## src/core/pcs_link_pkg.sv

```systemverilog
package pcs_link_pkg;

  // ***************************************************************
  // Register map and field positions
  // ***************************************************************
  localparam logic [4:0] REG_CONTROL = 5'h00;
  localparam logic [4:0] REG_LINK_STATUS = 5'h01;
  localparam int CTL_LOOPBACK_BIT = 14;
  localparam int CTL_AN_ENABLE_BIT = 12;
  localparam int CTL_ISOLATE_BIT = 10;
  localparam int CTL_AN_RESTART_BIT = 9;
  localparam int CTL_UNIDIR_BIT = 5;
  localparam int STS_AN_DONE_BIT = 5;
  localparam int STS_LINK_BIT = 2;
  localparam logic [15:0] CONTROL_RESET = 16'h1400;
  localparam logic [15:0] STATUS_FIXED = 16'h0108;

  // ***************************************************************
  // Timing constants
  // ***************************************************************
  localparam int CLK_PERIOD_NS = 10;
  localparam int SYNC_GOOD_CODES = 4;
  localparam int SYNC_BAD_CODES = 4;
  localparam int LINK_TIMER_US = 10;
  localparam int LINK_TIMER_CYCLES = LINK_TIMER_US * 1000 / CLK_PERIOD_NS;
  localparam int AN_TIMER_PERIODS = 3;

  // One GMII byte with its framing flags.
  typedef struct packed {
    logic en;
    logic er;
    logic [7:0] data;
  } gmii_beat_t;

  // Receive code group as seen from the transceiver.
  typedef struct packed {
    logic comma;
    logic codeErr;
    logic [7:0] data;
  } rx_code_t;

endpackage

```

## src/core/pcs_link_status_gating.sv

```systemverilog
`timescale 1ns/1ps
// Operation
// Block transmit while no link exists.
// Unidirectional bit overrides transmit gating.
// Start isolated until management clears isolate.
// Isolated means no GMII data, outputs released.
// Auto-negotiation done in status bit 5.
// Interrupt output flags auto-negotiation completion.
// Bit error restarts auto-negotiation from start.
// Completion needs both ends auto-negotiating.
// Link status in bit 2 and vector bit 1.
// Vector bit 0 high on receive sync.
// Signal detect low holds loss of sync.
// Outside logic drives signal detect correctly.
// Transceiver resets held until PLL lock.
// Receive bit errors reach MAC as errors.
// Internal loopback routes transmit to receive.
// Management clock at most 2.5 MHz.
// Status bits read-only and live.
module pcs_link_status_gating #(
  parameter int LINK_TIMER = pcs_link_pkg::LINK_TIMER_CYCLES
) (
  input wire logic ref_clk,
  input wire logic reset,
  input wire logic gmiiTxEn,
  input wire logic gmiiTxEr,
  input wire logic [7:0] gmiiTxData,
  output logic gmiiTxReady,
  output logic gmiiRxDv,
  output logic gmiiRxEr,
  output logic [7:0] gmiiRxData,
  output logic gmiiRxOe,
  input wire logic gmiiRxReady,
  output logic serTxValid,
  output logic [7:0] serTxData,
  input wire logic serRxComma,
  input wire logic serRxCodeErr,
  input wire logic [7:0] serRxData,
  input wire logic signalDetect,
  input wire logic pllLock,
  output logic mgtTxReset,
  output logic mgtRxReset,
  input wire logic partnerAnEnable,
  input wire logic regWrite,
  input wire logic regRead,
  input wire logic [4:0] regAddr,
  input wire logic [15:0] regWrData,
  output logic [15:0] regRdData,
  output logic anInterrupt,
  output logic [1:0] linkState
);

  // ***************************************************************
  // Control register
  // ***************************************************************
  logic [15:0] control_ff, nxt_control;
  logic isolate, unidir, anEnable, loopback, anRestart;

  assign isolate = control_ff[pcs_link_pkg::CTL_ISOLATE_BIT];
  assign unidir = control_ff[pcs_link_pkg::CTL_UNIDIR_BIT];
  assign anEnable = control_ff[pcs_link_pkg::CTL_AN_ENABLE_BIT];
  assign loopback = control_ff[pcs_link_pkg::CTL_LOOPBACK_BIT];
  assign anRestart = regWrite && (regAddr == pcs_link_pkg::REG_CONTROL)
    && regWrData[pcs_link_pkg::CTL_AN_RESTART_BIT];

  // The restart bit self-clears, so it is never stored.
  always_comb
  begin
    nxt_control = control_ff;
    if (regWrite && (regAddr == pcs_link_pkg::REG_CONTROL))
    begin
      nxt_control = regWrData;
      nxt_control[pcs_link_pkg::CTL_AN_RESTART_BIT] = 1'b0;
    end
  end

  // Isolate is set at reset, so power-up leaves the GMII cut off.
  always_ff @(posedge ref_clk or posedge reset)
  begin
    if (reset)
    begin
      control_ff <= pcs_link_pkg::CONTROL_RESET;
    end
    else
    begin
      control_ff <= nxt_control;
    end
  end

  // ***************************************************************
  // Transceiver reset and loopback routing
  // ***************************************************************
  pcs_link_pkg::rx_code_t rxCode;
  pcs_link_pkg::gmii_beat_t txBeat, bufBeat;
  logic bufValid, bufReady, txAllowed, txInValid;

  // Resets follow lock directly; a lost lock resets again at once.
  assign mgtTxReset = !pllLock;
  assign mgtRxReset = !pllLock;

  // Loopback feeds our own transmit bytes back as clean code groups.
  always_comb
  begin
    if (loopback)
    begin
      rxCode.comma = !serTxValid;
      rxCode.codeErr = 1'b0;
      rxCode.data = serTxData;
    end
    else
    begin
      rxCode.comma = serRxComma;
      rxCode.codeErr = serRxCodeErr;
      rxCode.data = serRxData;
    end
  end

  // ***************************************************************
  // Receive synchronisation
  // ***************************************************************
  typedef enum logic [1:0] {SYNC_LOST, SYNC_ACQ, SYNC_OK} sync_state_t;
  sync_state_t sync_ff, nxt_sync;
  logic [2:0] goodCnt_ff, nxt_goodCnt;
  logic syncOk;

  assign syncOk = (sync_ff == SYNC_OK);

  // Commas build sync; repeated code errors tear it down.
  always_comb
  begin
    nxt_sync = sync_ff;
    nxt_goodCnt = goodCnt_ff;
    unique case (sync_ff)
      SYNC_LOST:
      begin
        nxt_goodCnt = 3'h0;
        if (rxCode.comma && !rxCode.codeErr)
        begin
          nxt_sync = SYNC_ACQ;
        end
      end
      SYNC_ACQ:
      begin
        if (rxCode.codeErr)
        begin
          nxt_sync = SYNC_LOST;
        end
        else if (goodCnt_ff == 3'(pcs_link_pkg::SYNC_GOOD_CODES - 1))
        begin
          nxt_sync = SYNC_OK;
          nxt_goodCnt = 3'h0;
        end
        else
        begin
          nxt_goodCnt = goodCnt_ff + 3'h1;
        end
      end
      SYNC_OK:
      begin
        if (rxCode.codeErr)
        begin
          nxt_goodCnt = goodCnt_ff + 3'h1;
          if (goodCnt_ff == 3'(pcs_link_pkg::SYNC_BAD_CODES - 1))
          begin
            nxt_sync = SYNC_LOST;
          end
        end
        else if (rxCode.comma)
        begin
          nxt_goodCnt = 3'h0;
        end
      end
    endcase
    // No light, or transceiver in reset, pins sync at loss.
    if (!signalDetect || !pllLock)
    begin
      nxt_sync = SYNC_LOST;
    end
  end

  always_ff @(posedge ref_clk or posedge reset)
  begin
    if (reset)
    begin
      sync_ff <= SYNC_LOST;
      goodCnt_ff <= 3'h0;
    end
    else
    begin
      sync_ff <= nxt_sync;
      goodCnt_ff <= nxt_goodCnt;
    end
  end

  // ***************************************************************
  // Auto-negotiation
  // ***************************************************************
  typedef enum logic [1:0] {AN_IDLE, AN_EXCHANGE, AN_DONE} an_state_t;
  an_state_t an_ff, nxt_an;
  logic [$clog2(LINK_TIMER+1)-1:0] timer_ff, nxt_timer;
  logic [1:0] periods_ff, nxt_periods;
  logic anDone, linkUp, anDoneDly_ff, nxt_anDoneDly;
  logic partnerAn;

  // In loopback the partner is ourselves.
  assign partnerAn = loopback ? anEnable : partnerAnEnable;
  assign anDone = (an_ff == AN_DONE);
  assign linkUp = syncOk && (!anEnable || anDone);

  // The exchange must run several link timer periods error-free.
  always_comb
  begin
    nxt_an = an_ff;
    nxt_timer = timer_ff;
    nxt_periods = periods_ff;
    unique case (an_ff)
      AN_IDLE:
      begin
        nxt_timer = '0;
        nxt_periods = 2'h0;
        if (anEnable && partnerAn && syncOk)
        begin
          nxt_an = AN_EXCHANGE;
        end
      end
      AN_EXCHANGE:
      begin
        if (timer_ff == ($bits(timer_ff))'(LINK_TIMER - 1))
        begin
          nxt_timer = '0;
          nxt_periods = periods_ff + 2'h1;
          if (periods_ff == 2'(pcs_link_pkg::AN_TIMER_PERIODS - 1))
          begin
            nxt_an = AN_DONE;
          end
        end
        else
        begin
          nxt_timer = timer_ff + 1'b1;
        end
        // A bit error throws the exchange away.
        if (rxCode.codeErr)
        begin
          nxt_an = AN_IDLE;
        end
      end
      AN_DONE:
      begin
        if (!syncOk)
        begin
          nxt_an = AN_IDLE;
        end
      end
    endcase
    if (!anEnable || !partnerAn || anRestart)
    begin
      nxt_an = AN_IDLE;
    end
  end

  assign nxt_anDoneDly = anDone;

  always_ff @(posedge ref_clk or posedge reset)
  begin
    if (reset)
    begin
      an_ff <= AN_IDLE;
      timer_ff <= '0;
      periods_ff <= 2'h0;
      anDoneDly_ff <= 1'b0;
    end
    else
    begin
      an_ff <= nxt_an;
      timer_ff <= nxt_timer;
      periods_ff <= nxt_periods;
      anDoneDly_ff <= nxt_anDoneDly;
    end
  end

  // One-cycle pulse on the rising edge of completion.
  assign anInterrupt = anDone && !anDoneDly_ff;
  assign linkState[0] = syncOk;
  assign linkState[1] = linkUp;

  // ***************************************************************
  // Register read path
  // ***************************************************************
  // Status is assembled live each read; writes to it are ignored.
  always_comb
  begin
    regRdData = 16'h0000;
    if (regRead && (regAddr == pcs_link_pkg::REG_CONTROL))
    begin
      regRdData = control_ff;
    end
    else if (regRead && (regAddr == pcs_link_pkg::REG_LINK_STATUS))
    begin
      regRdData = pcs_link_pkg::STATUS_FIXED;
      regRdData[pcs_link_pkg::STS_AN_DONE_BIT] = anDone;
      regRdData[pcs_link_pkg::STS_LINK_BIT] = linkUp;
    end
  end

  // ***************************************************************
  // Transmit path
  // ***************************************************************
  // Without a link nothing goes out unless unidirectional is set.
  assign txAllowed = !isolate && (linkUp || unidir);
  assign txInValid = gmiiTxEn && txAllowed;
  assign gmiiTxReady = bufReady && txAllowed;
  assign txBeat.en = gmiiTxEn;
  assign txBeat.er = gmiiTxEr;
  assign txBeat.data = gmiiTxData;

  pcs_skid_buffer #(
    .WIDTH($bits(pcs_link_pkg::gmii_beat_t))
  ) pcs_skid_buffer_i (
    .ref_clk(ref_clk),
    .reset(reset),
    .inValid(txInValid),
    .inReady(bufReady),
    .inData(txBeat),
    .outValid(bufValid),
    .outReady(1'b1),
    .outData(bufBeat)
  );

  assign serTxValid = bufValid;
  assign serTxData = bufValid ? bufBeat.data : 8'hBC;

  // ***************************************************************
  // Receive path
  // ***************************************************************
  logic rxDv_ff, nxt_rxDv, rxEr_ff, nxt_rxEr;
  logic [7:0] rxData_ff, nxt_rxData;
  logic rxPass;

  // Isolation or a stalled client drops the byte rather than hold it.
  assign rxPass = linkUp && !isolate && gmiiRxReady;

  always_comb
  begin
    nxt_rxDv = rxPass && !rxCode.comma;
    nxt_rxEr = rxPass && rxCode.codeErr;
    nxt_rxData = rxPass ? rxCode.data : 8'h00;
  end

  always_ff @(posedge ref_clk or posedge reset)
  begin
    if (reset)
    begin
      rxDv_ff <= 1'b0;
      rxEr_ff <= 1'b0;
      rxData_ff <= 8'h00;
    end
    else
    begin
      rxDv_ff <= nxt_rxDv;
      rxEr_ff <= nxt_rxEr;
      rxData_ff <= nxt_rxData;
    end
  end

  assign gmiiRxDv = rxDv_ff;
  assign gmiiRxEr = rxEr_ff;
  assign gmiiRxData = rxData_ff;
  // Released outputs model the electrical disconnect when isolated.
  assign gmiiRxOe = !isolate;

endmodule

```

## src/core/pcs_skid_buffer.sv

```systemverilog
`timescale 1ns/1ps
module pcs_skid_buffer #(
  parameter int WIDTH = 10
) (
  input wire logic ref_clk,
  input wire logic reset,
  input wire logic inValid,
  output logic inReady,
  input wire logic [WIDTH-1:0] inData,
  output logic outValid,
  input wire logic outReady,
  output logic [WIDTH-1:0] outData
);

  // ***************************************************************
  // Two-entry storage
  // ***************************************************************
  logic [WIDTH-1:0] mem_ff [2];
  logic [WIDTH-1:0] nxt_mem [2];
  logic rdPtr_ff, nxt_rdPtr, wrPtr_ff, nxt_wrPtr;
  logic [1:0] count_ff, nxt_count;
  logic doPush, doPop;

  // Ready is honest: it falls only when both entries are occupied.
  assign inReady = (count_ff != 2'h2);
  assign outValid = (count_ff != 2'h0);
  assign outData = mem_ff[rdPtr_ff];
  assign doPush = inValid && inReady;
  assign doPop = outValid && outReady;

  // Pointer and count update.
  always_comb
  begin
    nxt_mem = mem_ff;
    nxt_wrPtr = wrPtr_ff;
    nxt_rdPtr = rdPtr_ff;
    nxt_count = count_ff;
    if (doPush)
    begin
      nxt_mem[wrPtr_ff] = inData;
      nxt_wrPtr = ~wrPtr_ff;
    end
    if (doPop)
    begin
      nxt_rdPtr = ~rdPtr_ff;
    end
    if (doPush && !doPop)
    begin
      nxt_count = count_ff + 2'h1;
    end
    else if (doPop && !doPush)
    begin
      nxt_count = count_ff - 2'h1;
    end
  end

  // Registers.
  always_ff @(posedge ref_clk or posedge reset)
  begin
    if (reset)
    begin
      mem_ff[0] <= '0;
      mem_ff[1] <= '0;
      wrPtr_ff <= 1'b0;
      rdPtr_ff <= 1'b0;
      count_ff <= 2'h0;
    end
    else
    begin
      mem_ff <= nxt_mem;
      wrPtr_ff <= nxt_wrPtr;
      rdPtr_ff <= nxt_rdPtr;
      count_ff <= nxt_count;
    end
  end

endmodule

```

## config.mk

```make
export PLATFORM = sky130hd
export DESIGN_NAME = pcs_link_status_gating
export DESIGN_NICKNAME = d
export VERILOG_FILES = /design/src/core/pcs_link_pkg.sv /design/src/core/pcs_link_status_gating.sv /design/src/core/pcs_skid_buffer.sv
export SDC_FILE = /design/constraint.sdc
export NUM_CORES = 1
export LEC_CHECK = 0
export BUFFER_PORTS_ARGS = -buffer_cell sky130_fd_sc_hd__buf_2
export CAP_MARGIN = 10
export CORE_MARGIN = 1.5
export CORE_UTILIZATION = 29
export DETAILED_ROUTE_END_ITERATION = 6
export PLACE_DENSITY = 0.47
export SLEW_MARGIN = 10
export SYNTH_ARGS = -nofsm -noshare
export SYNTH_HDL_FRONTEND = slang
export SYNTH_HIERARCHICAL = 1
export SYNTH_SLANG_ARGS = --single-unit
```

## constraint.sdc

```tcl
create_clock -name ref_clk -period 4.3 [get_ports ref_clk]
set_input_delay 0 -clock ref_clk [delete_from_list [all_inputs] [get_ports ref_clk]]
set_output_delay 0 -clock ref_clk [all_outputs]
set_load 0.05 [all_outputs]
```

# Yosys cells after proc, flatten, opt, wreduce, memory -nomap -nowiden

Index checks and enable logic that the tools add are counted.

RAM bits: 0
Output and inout bits: 42
ROM bits: 0
Register bits after elaboration: 69
Memories kept: 0
Input port bits: 49
Latch bits: 0

Bitwise operators: 4
Equality and inequality tests: 20
Multipliers: 0
Shift operators: 0
$lt $le $gt $ge: 3
$add $sub $neg: 5
Reductions and logical operators: 45
Divide/modulo/power cells: 0
Multiplexer cells: 37

Operator list:

| kind                  | number |
|---|---|
| $mux 8                | 5 |
| $mux 10               | 3 |
| $mux 2                | 15 |
| $bwmux 20             | 1 |
| $logic_and 1x1->1     | 20 |
| $pmux 10 s2           | 1 |
| $mux 16               | 1 |
| $mux 3                | 4 |
| $ne 4x4->1 const B    | 3 |
| $pmux 2 s3            | 2 |
| $add 10x1->10 const B | 1 |
| $demux 10 s1          | 1 |
| $eq 10x10->1 const B  | 1 |
| $logic_not 1->1       | 10 |
| $mux 9                | 1 |
| $ne 3x3->1 const B    | 3 |
| $pmux 3 s3            | 1 |
| $reduce_and 4->1      | 2 |
| $eq 2x2->1 const B    | 3 |
| $ne 2x2->1 const B    | 3 |
| $ne 3x2->1 const B    | 2 |
| $reduce_bool 2->1     | 3 |
| $eq 5x1->1 const B    | 1 |
| $logic_not 5->1       | 1 |
| other kinds (15)      | 26 |

# Longest topological paths before layout

Depth in word-level cells: 11
Depth in mapped cells: 11
Depth with buffers taken out: 11

# By module

The synthesis kept the hierarchy.

Modules (own cells, without submodules):

| module                 | cells each | area each (um2) | instances |
|---|---|---|---|
| pcs_link_status_gating | 250        | 2491.1          | 1 |
| pcs_skid_buffer        | 71         | 1121.1          | 1 |

# Worst setup path after synthesis

No wires, ideal clock.

Kind: register to register
Start: register sync_ff[0]
End: register pcs_skid_buffer_i.count_ff[1]
Data required time: 4221 ps
Stages on the path, launching flop included: 11
Clock period less this slack: 1972 ps
Path buffers: 0
Path slack: 2328 ps
Arrival: 1893 ps
Path through: dfrtp_1 -> inv_1 -> ha_1 -> inv_1 -> a21oi_1 -> o21a_1 -> and2_1 -> and2_2 -> ha_1 -> nor2_1 -> xor2_1

Cells in the longest elaborated chain, start to end: 9
Elaborated cells between the ends (all ways): 11

Ends and longest elaborated chain:

| item                               | RTL line                      | text |
|---|---|---|
| from (decl)                        | pcs_link_status_gating.sv:122 | `sync_state_t sync_ff, nxt_sync;` |
| from (signal assigned)             | pcs_link_status_gating.sv:190 | `sync_ff <= nxt_sync;` |
| $eq 2x2->1 (*)                     | pcs_link_status_gating.sv:126 | `assign syncOk = (sync_ff == SYNC_OK);` |
| named net syncOk                   | pcs_link_status_gating.sv:124 | `logic syncOk;` |
| $logic_and 1x1->1 (*)              | pcs_link_status_gating.sv:208 | `assign linkUp = syncOk && (!anEnable \|\| anDone);` |
| named net linkUp                   | pcs_link_status_gating.sv:202 | `logic anDone, linkUp, anDoneDly_ff, nxt_anDoneDly;` |
| $logic_or 1x1->1 (*)               | pcs_link_status_gating.sv:309 | `assign txAllowed = !isolate && (linkUp \|\| unidir);` |
| $logic_and 1x1->1 (*)              | pcs_link_status_gating.sv:309 |  |
| $logic_and 1x1->1 (*)              | pcs_link_status_gating.sv:310 | `assign txInValid = gmiiTxEn && txAllowed;` |
| named net txInValid                | pcs_link_status_gating.sv:95  | `logic bufValid, bufReady, txAllowed, txInValid;` |
| $logic_and 1x1->1 (*)              | pcs_skid_buffer.sv:28         | `assign doPush = inValid && inReady;` |
| named net pcs_skid_buffer_i.doPush | pcs_skid_buffer.sv:22         | `logic doPush, doPop;` |
| $logic_not 1->1                    | pcs_skid_buffer.sv:51         | `else if (doPop && !doPush)` |
| $logic_and 1x1->1                  | pcs_skid_buffer.sv:51         |  |
| $reduce_bool 2->1 (no source line) | n/a                           |  |
| to (signal assigned)               | pcs_skid_buffer.sv:73         | `count_ff <= nxt_count;` |
| to (decl)                          | pcs_skid_buffer.sv:21         | `logic [1:0] count_ff, nxt_count;` |

The timed path passes the listed nets; every way through them passes the cells marked *.
A chain may end at the register's enable or synchronous reset.

# Worst setup path in the final report

Start: register control_ff[14]
End: register sync_ff[1]

Cells in the longest elaborated chain, start to end: 5
Elaborated cells between the ends (all ways): 10

Ends and longest elaborated chain:

| item                              | RTL line                      | text |
|---|---|---|
| from (decl)                       | pcs_link_status_gating.sv:56  | `logic [15:0] control_ff, nxt_control;` |
| from (signal assigned)            | pcs_link_status_gating.sv:82  | `control_ff <= pcs_link_pkg::CONTROL_RESET;` |
| from (signal assigned)            | pcs_link_status_gating.sv:86  | `control_ff <= nxt_control;` |
| $mux 10 (*)                       | pcs_link_status_gating.sv:104 | `if (loopback)` |
| $logic_not 1->1                   | pcs_link_status_gating.sv:137 | `if (rxCode.comma && !rxCode.codeErr)` |
| $logic_and 1x1->1                 | pcs_link_status_gating.sv:137 |  |
| $ne 3x3->1 (no source line)       | n/a                           |  |
| $reduce_and 4->1 (no source line) | n/a                           |  |

Every way passes the cells marked *; elsewhere a longest branch is shown, timed or not.

==> out/results.ini <==
[cts]
tritoncts_num_sinks = 65
clk_pin_slew_worst_paths_ps = 60
cts_post_setup_buffers_inserted = 0
clock-root-buffer = sky130_fd_sc_hd__clkbuf_16
cts-buffers-inserted = 9
cts-root-to-sink-buffers = 2
htreeDepth = 3
tritoncts_clock_tree = yes
clkLatencyLatePin_ps = 330

[run]
maxcap_violations = 0

[detailed_routing]
routed-via-count = 2657
detail_route.vias_per_cell = 4.58
route.antenna.remaining_nets = 0
dr_iter_0_viols = 83
totalWireLength_um = 8440
drt_drc_violations_left = 0
post_drt_wl_per_cell_um = 14.6
drt-pass1-iter-count = 4

[die]
die-area_mm2 = 0.0125
placementRows = 39
io_pins = 91
chipWidth_um = 112
start_util_pct = 30.0
coreArea_mm2 = 0.0115
die_h_um = 112

[setup_path]
crit_path_max_incr_delay_ps = 710
cp_max_fo = 14
crit_path_top_delay_cell = sky130_fd_sc_hd__dfrtp_1
cp-start-kind = flop
worst_path_dominant_cell_family = buffers and inverters
timing.reg2reg.setup_slack_ps = 1600
crit_chain = nand2b_1 -> and3_1 -> nand3_1 -> dlygate4sd3_1 -> mux2i_1 -> dlygate4sd3_1
cp_data_required_time_ps = 4560
cp-end-kind = flop
arrival_ps = 2960
worst-path-buf-inv = 2
cp_common_cell = sky130_fd_sc_hd__dlygate4sd3_1
setup.worst_path.class = flop to flop

[pwr]
sw_frac_of_total_pct = 35.0
clkPwrFrac_pct = 31.8
share_seq_of_total_power_pct = 35.1
p_per_area_mw_per_mm2 = 508
p_comb_share_pct = 33.0
p_int_w = 0.00153
design_power_total_w = 0.00235
leakage_nw = 2.27
switching_power_w = 0.000823
irDropWorstVdd_v = 0.000352

[cells_and_area]
final_design_area_no_fill_mm2 = 0.00463
fillerInstances = 1125
fin_cells = 580
antenna-diode-count = 0
fin_nets = 493
layout-drive-gt1-share_pct = 35.7
area_growth_pct = 34.8

[placement]
placement.cell_area_mm2 = 0.00397
dpl.hpwl_um = 5870
place.detailed.instances = 528
place.port_buffers = 88
gp_routability_congestion = 0.749

[yosys]
postSynthCellCount = 311
yosys_warnings = 6
synthesis.area_per_instance_um2 = 11.1
synth_cell_area_mm2 = 0.00344
mappedNetlistNets = 372

[timing]
grt_setup_unrepaired = no
max_slew_margin_pct = 30.8
finalHoldViolCount = 0
min_period_over_period_pct = 62.9
clock.fmax_mhz = 370
slew_violations = 0
finalSetupViolCount = 0
fin_skew_ps = 8.25
setup_tns_ps = 0
post-route-min-period_ps = 2700
timing.hold.ws_ps = 55.0
worst_pin_slew_ps = 1040

[global_routing]
first_global_vias = 2829
track_usage_pct = 14.3
largest_net_degree_at_the_start_of_global_routing = 46
grt_first_pass_wirelength_um = 14000
antenna_found_initial = 0
grt.overflow.total = 0

[run_status]
outcome = finished clean

[min_path]
min_path_type = input port to flop

## metal layers
layer	wire, um	track usage [%]	vias to the layer above
li1	-	-	1313
met1	3810	17.4	1298
met2	4290	24.8	39
met3	279	3.21	7
met4	65	5.06	0
met5	0	0	-
## power groups by stage
| stage | Clock, W | Combinational (W) | Sequential (W) |
|---|---|---|---|
| 5_1_grt | 0.000800 | 0.000838 | 0.000842 |
| 3_3_place_gp | 0 | 0.000756 | 0.000831 |
| 4_1_cts | 0.000777 | 0.000788 | 0.000826 |
| 3_5_place_dp | 0 | 0.000761 | 0.000835 |
| 6_report | 0.000749 | 0.000777 | 0.000827 |
| 2_1_floorplan | 0 | 0.000632 | 0.000791 |
## registers in the layout (all words and copies together) (netlist names), 2 cells and up
| name | count |
|---|---|
| an_ff | 2 |
| control_ff | 15 |
| gmiiRxData | 8 |
| goodCnt_ff | 3 |
| pcs_skid_buffer_i/count_ff | 2 |
| pcs_skid_buffer_i/mem_ff | 16 |
| periods_ff | 2 |
| sync_ff | 2 |
| timer_ff | 10 |
## cell type report
cell class	instances	area [um2]	share of cell area [%]
Inverter	17	63.8	1.38
Clock inverter	4	51.3	1.11
Sequential cell	65	1630	35.2
Clock buffer	12	256	5.54
Timing Repair Buffer	124	801	17.3
Multi-Input combinational cell	215	1650	35.7
Tap cell	143	179	3.86
## worst register-to-register path: stages, from the launching register on
cell                            delay, ps
sky130_fd_sc_hd__dfrtp_1              710
sky130_fd_sc_hd__nand2b_1             410
sky130_fd_sc_hd__and3_1               210
sky130_fd_sc_hd__nand3_1               70
sky130_fd_sc_hd__dlygate4sd3_1        560
sky130_fd_sc_hd__mux2i_1              120
sky130_fd_sc_hd__dlygate4sd3_1        560
## repair_timing
action	in CTS	in global routing
gates resized for setup	0	0
hold endpoints to repair	101	0
hold buffers	36	0
setup endpoints to repair	0	0
## path summary, 6_finish.rpt
kind                                                         from                                      to  cells past startpoint
max in group asynchronous                                   reset                  sync_ff[1]$_DFFE_PP0P_                      3
max reg2reg                            control_ff[14]$_DFFE_PP0N_                  sync_ff[1]$_DFFE_PP0P_                      6
min in group asynchronous                                   reset  pcs_skid_buffer_i/wrPtr_ff$_DFFE_PP0P_                      3
min                                                    serRxComma                      gmiiRxDv$_DFF_PP0_                      3
min reg2reg                pcs_skid_buffer_i/wrPtr_ff$_DFFE_PP0P_  pcs_skid_buffer_i/wrPtr_ff$_DFFE_PP0P_                      1
max                                    control_ff[14]$_DFFE_PP0N_                  sync_ff[1]$_DFFE_PP0P_                      6
## layout by cell type (no fill, tap or decap), drive strengths merged, types with 2 or more instances in the layout
cell type and count:
a21o 4, a21oi 9, a22o 3, and2 15, and3 2, buf 88, clkbuf 12, clkinv 2
conb 2, dfrtp 63, dfstp 2, dlygate4sd3 36, ha 12, inv 17, mux2 41, mux2i 9
nand2 27, nand2b 7, nand3 11, nand3b 3, nand4b 2, nor2 17, nor2b 4, nor3 7
nor4 3, o21ai 10, o31ai 2, or2 2, or3 3, xnor2 4, xor2 3
## stage by stage
step / worst slack [ps] / utilization, %
2_1_floorplan: 2330 / -
3_3_place_gp: 1950 / 34.6
3_5_place_dp: 1890 / 34.6
4_1_cts: 1560 / 40.4
5_1_grt: 1430 / 40.4
6_report: 1600 / 40.4
Power figures use the tool's default switching activity.
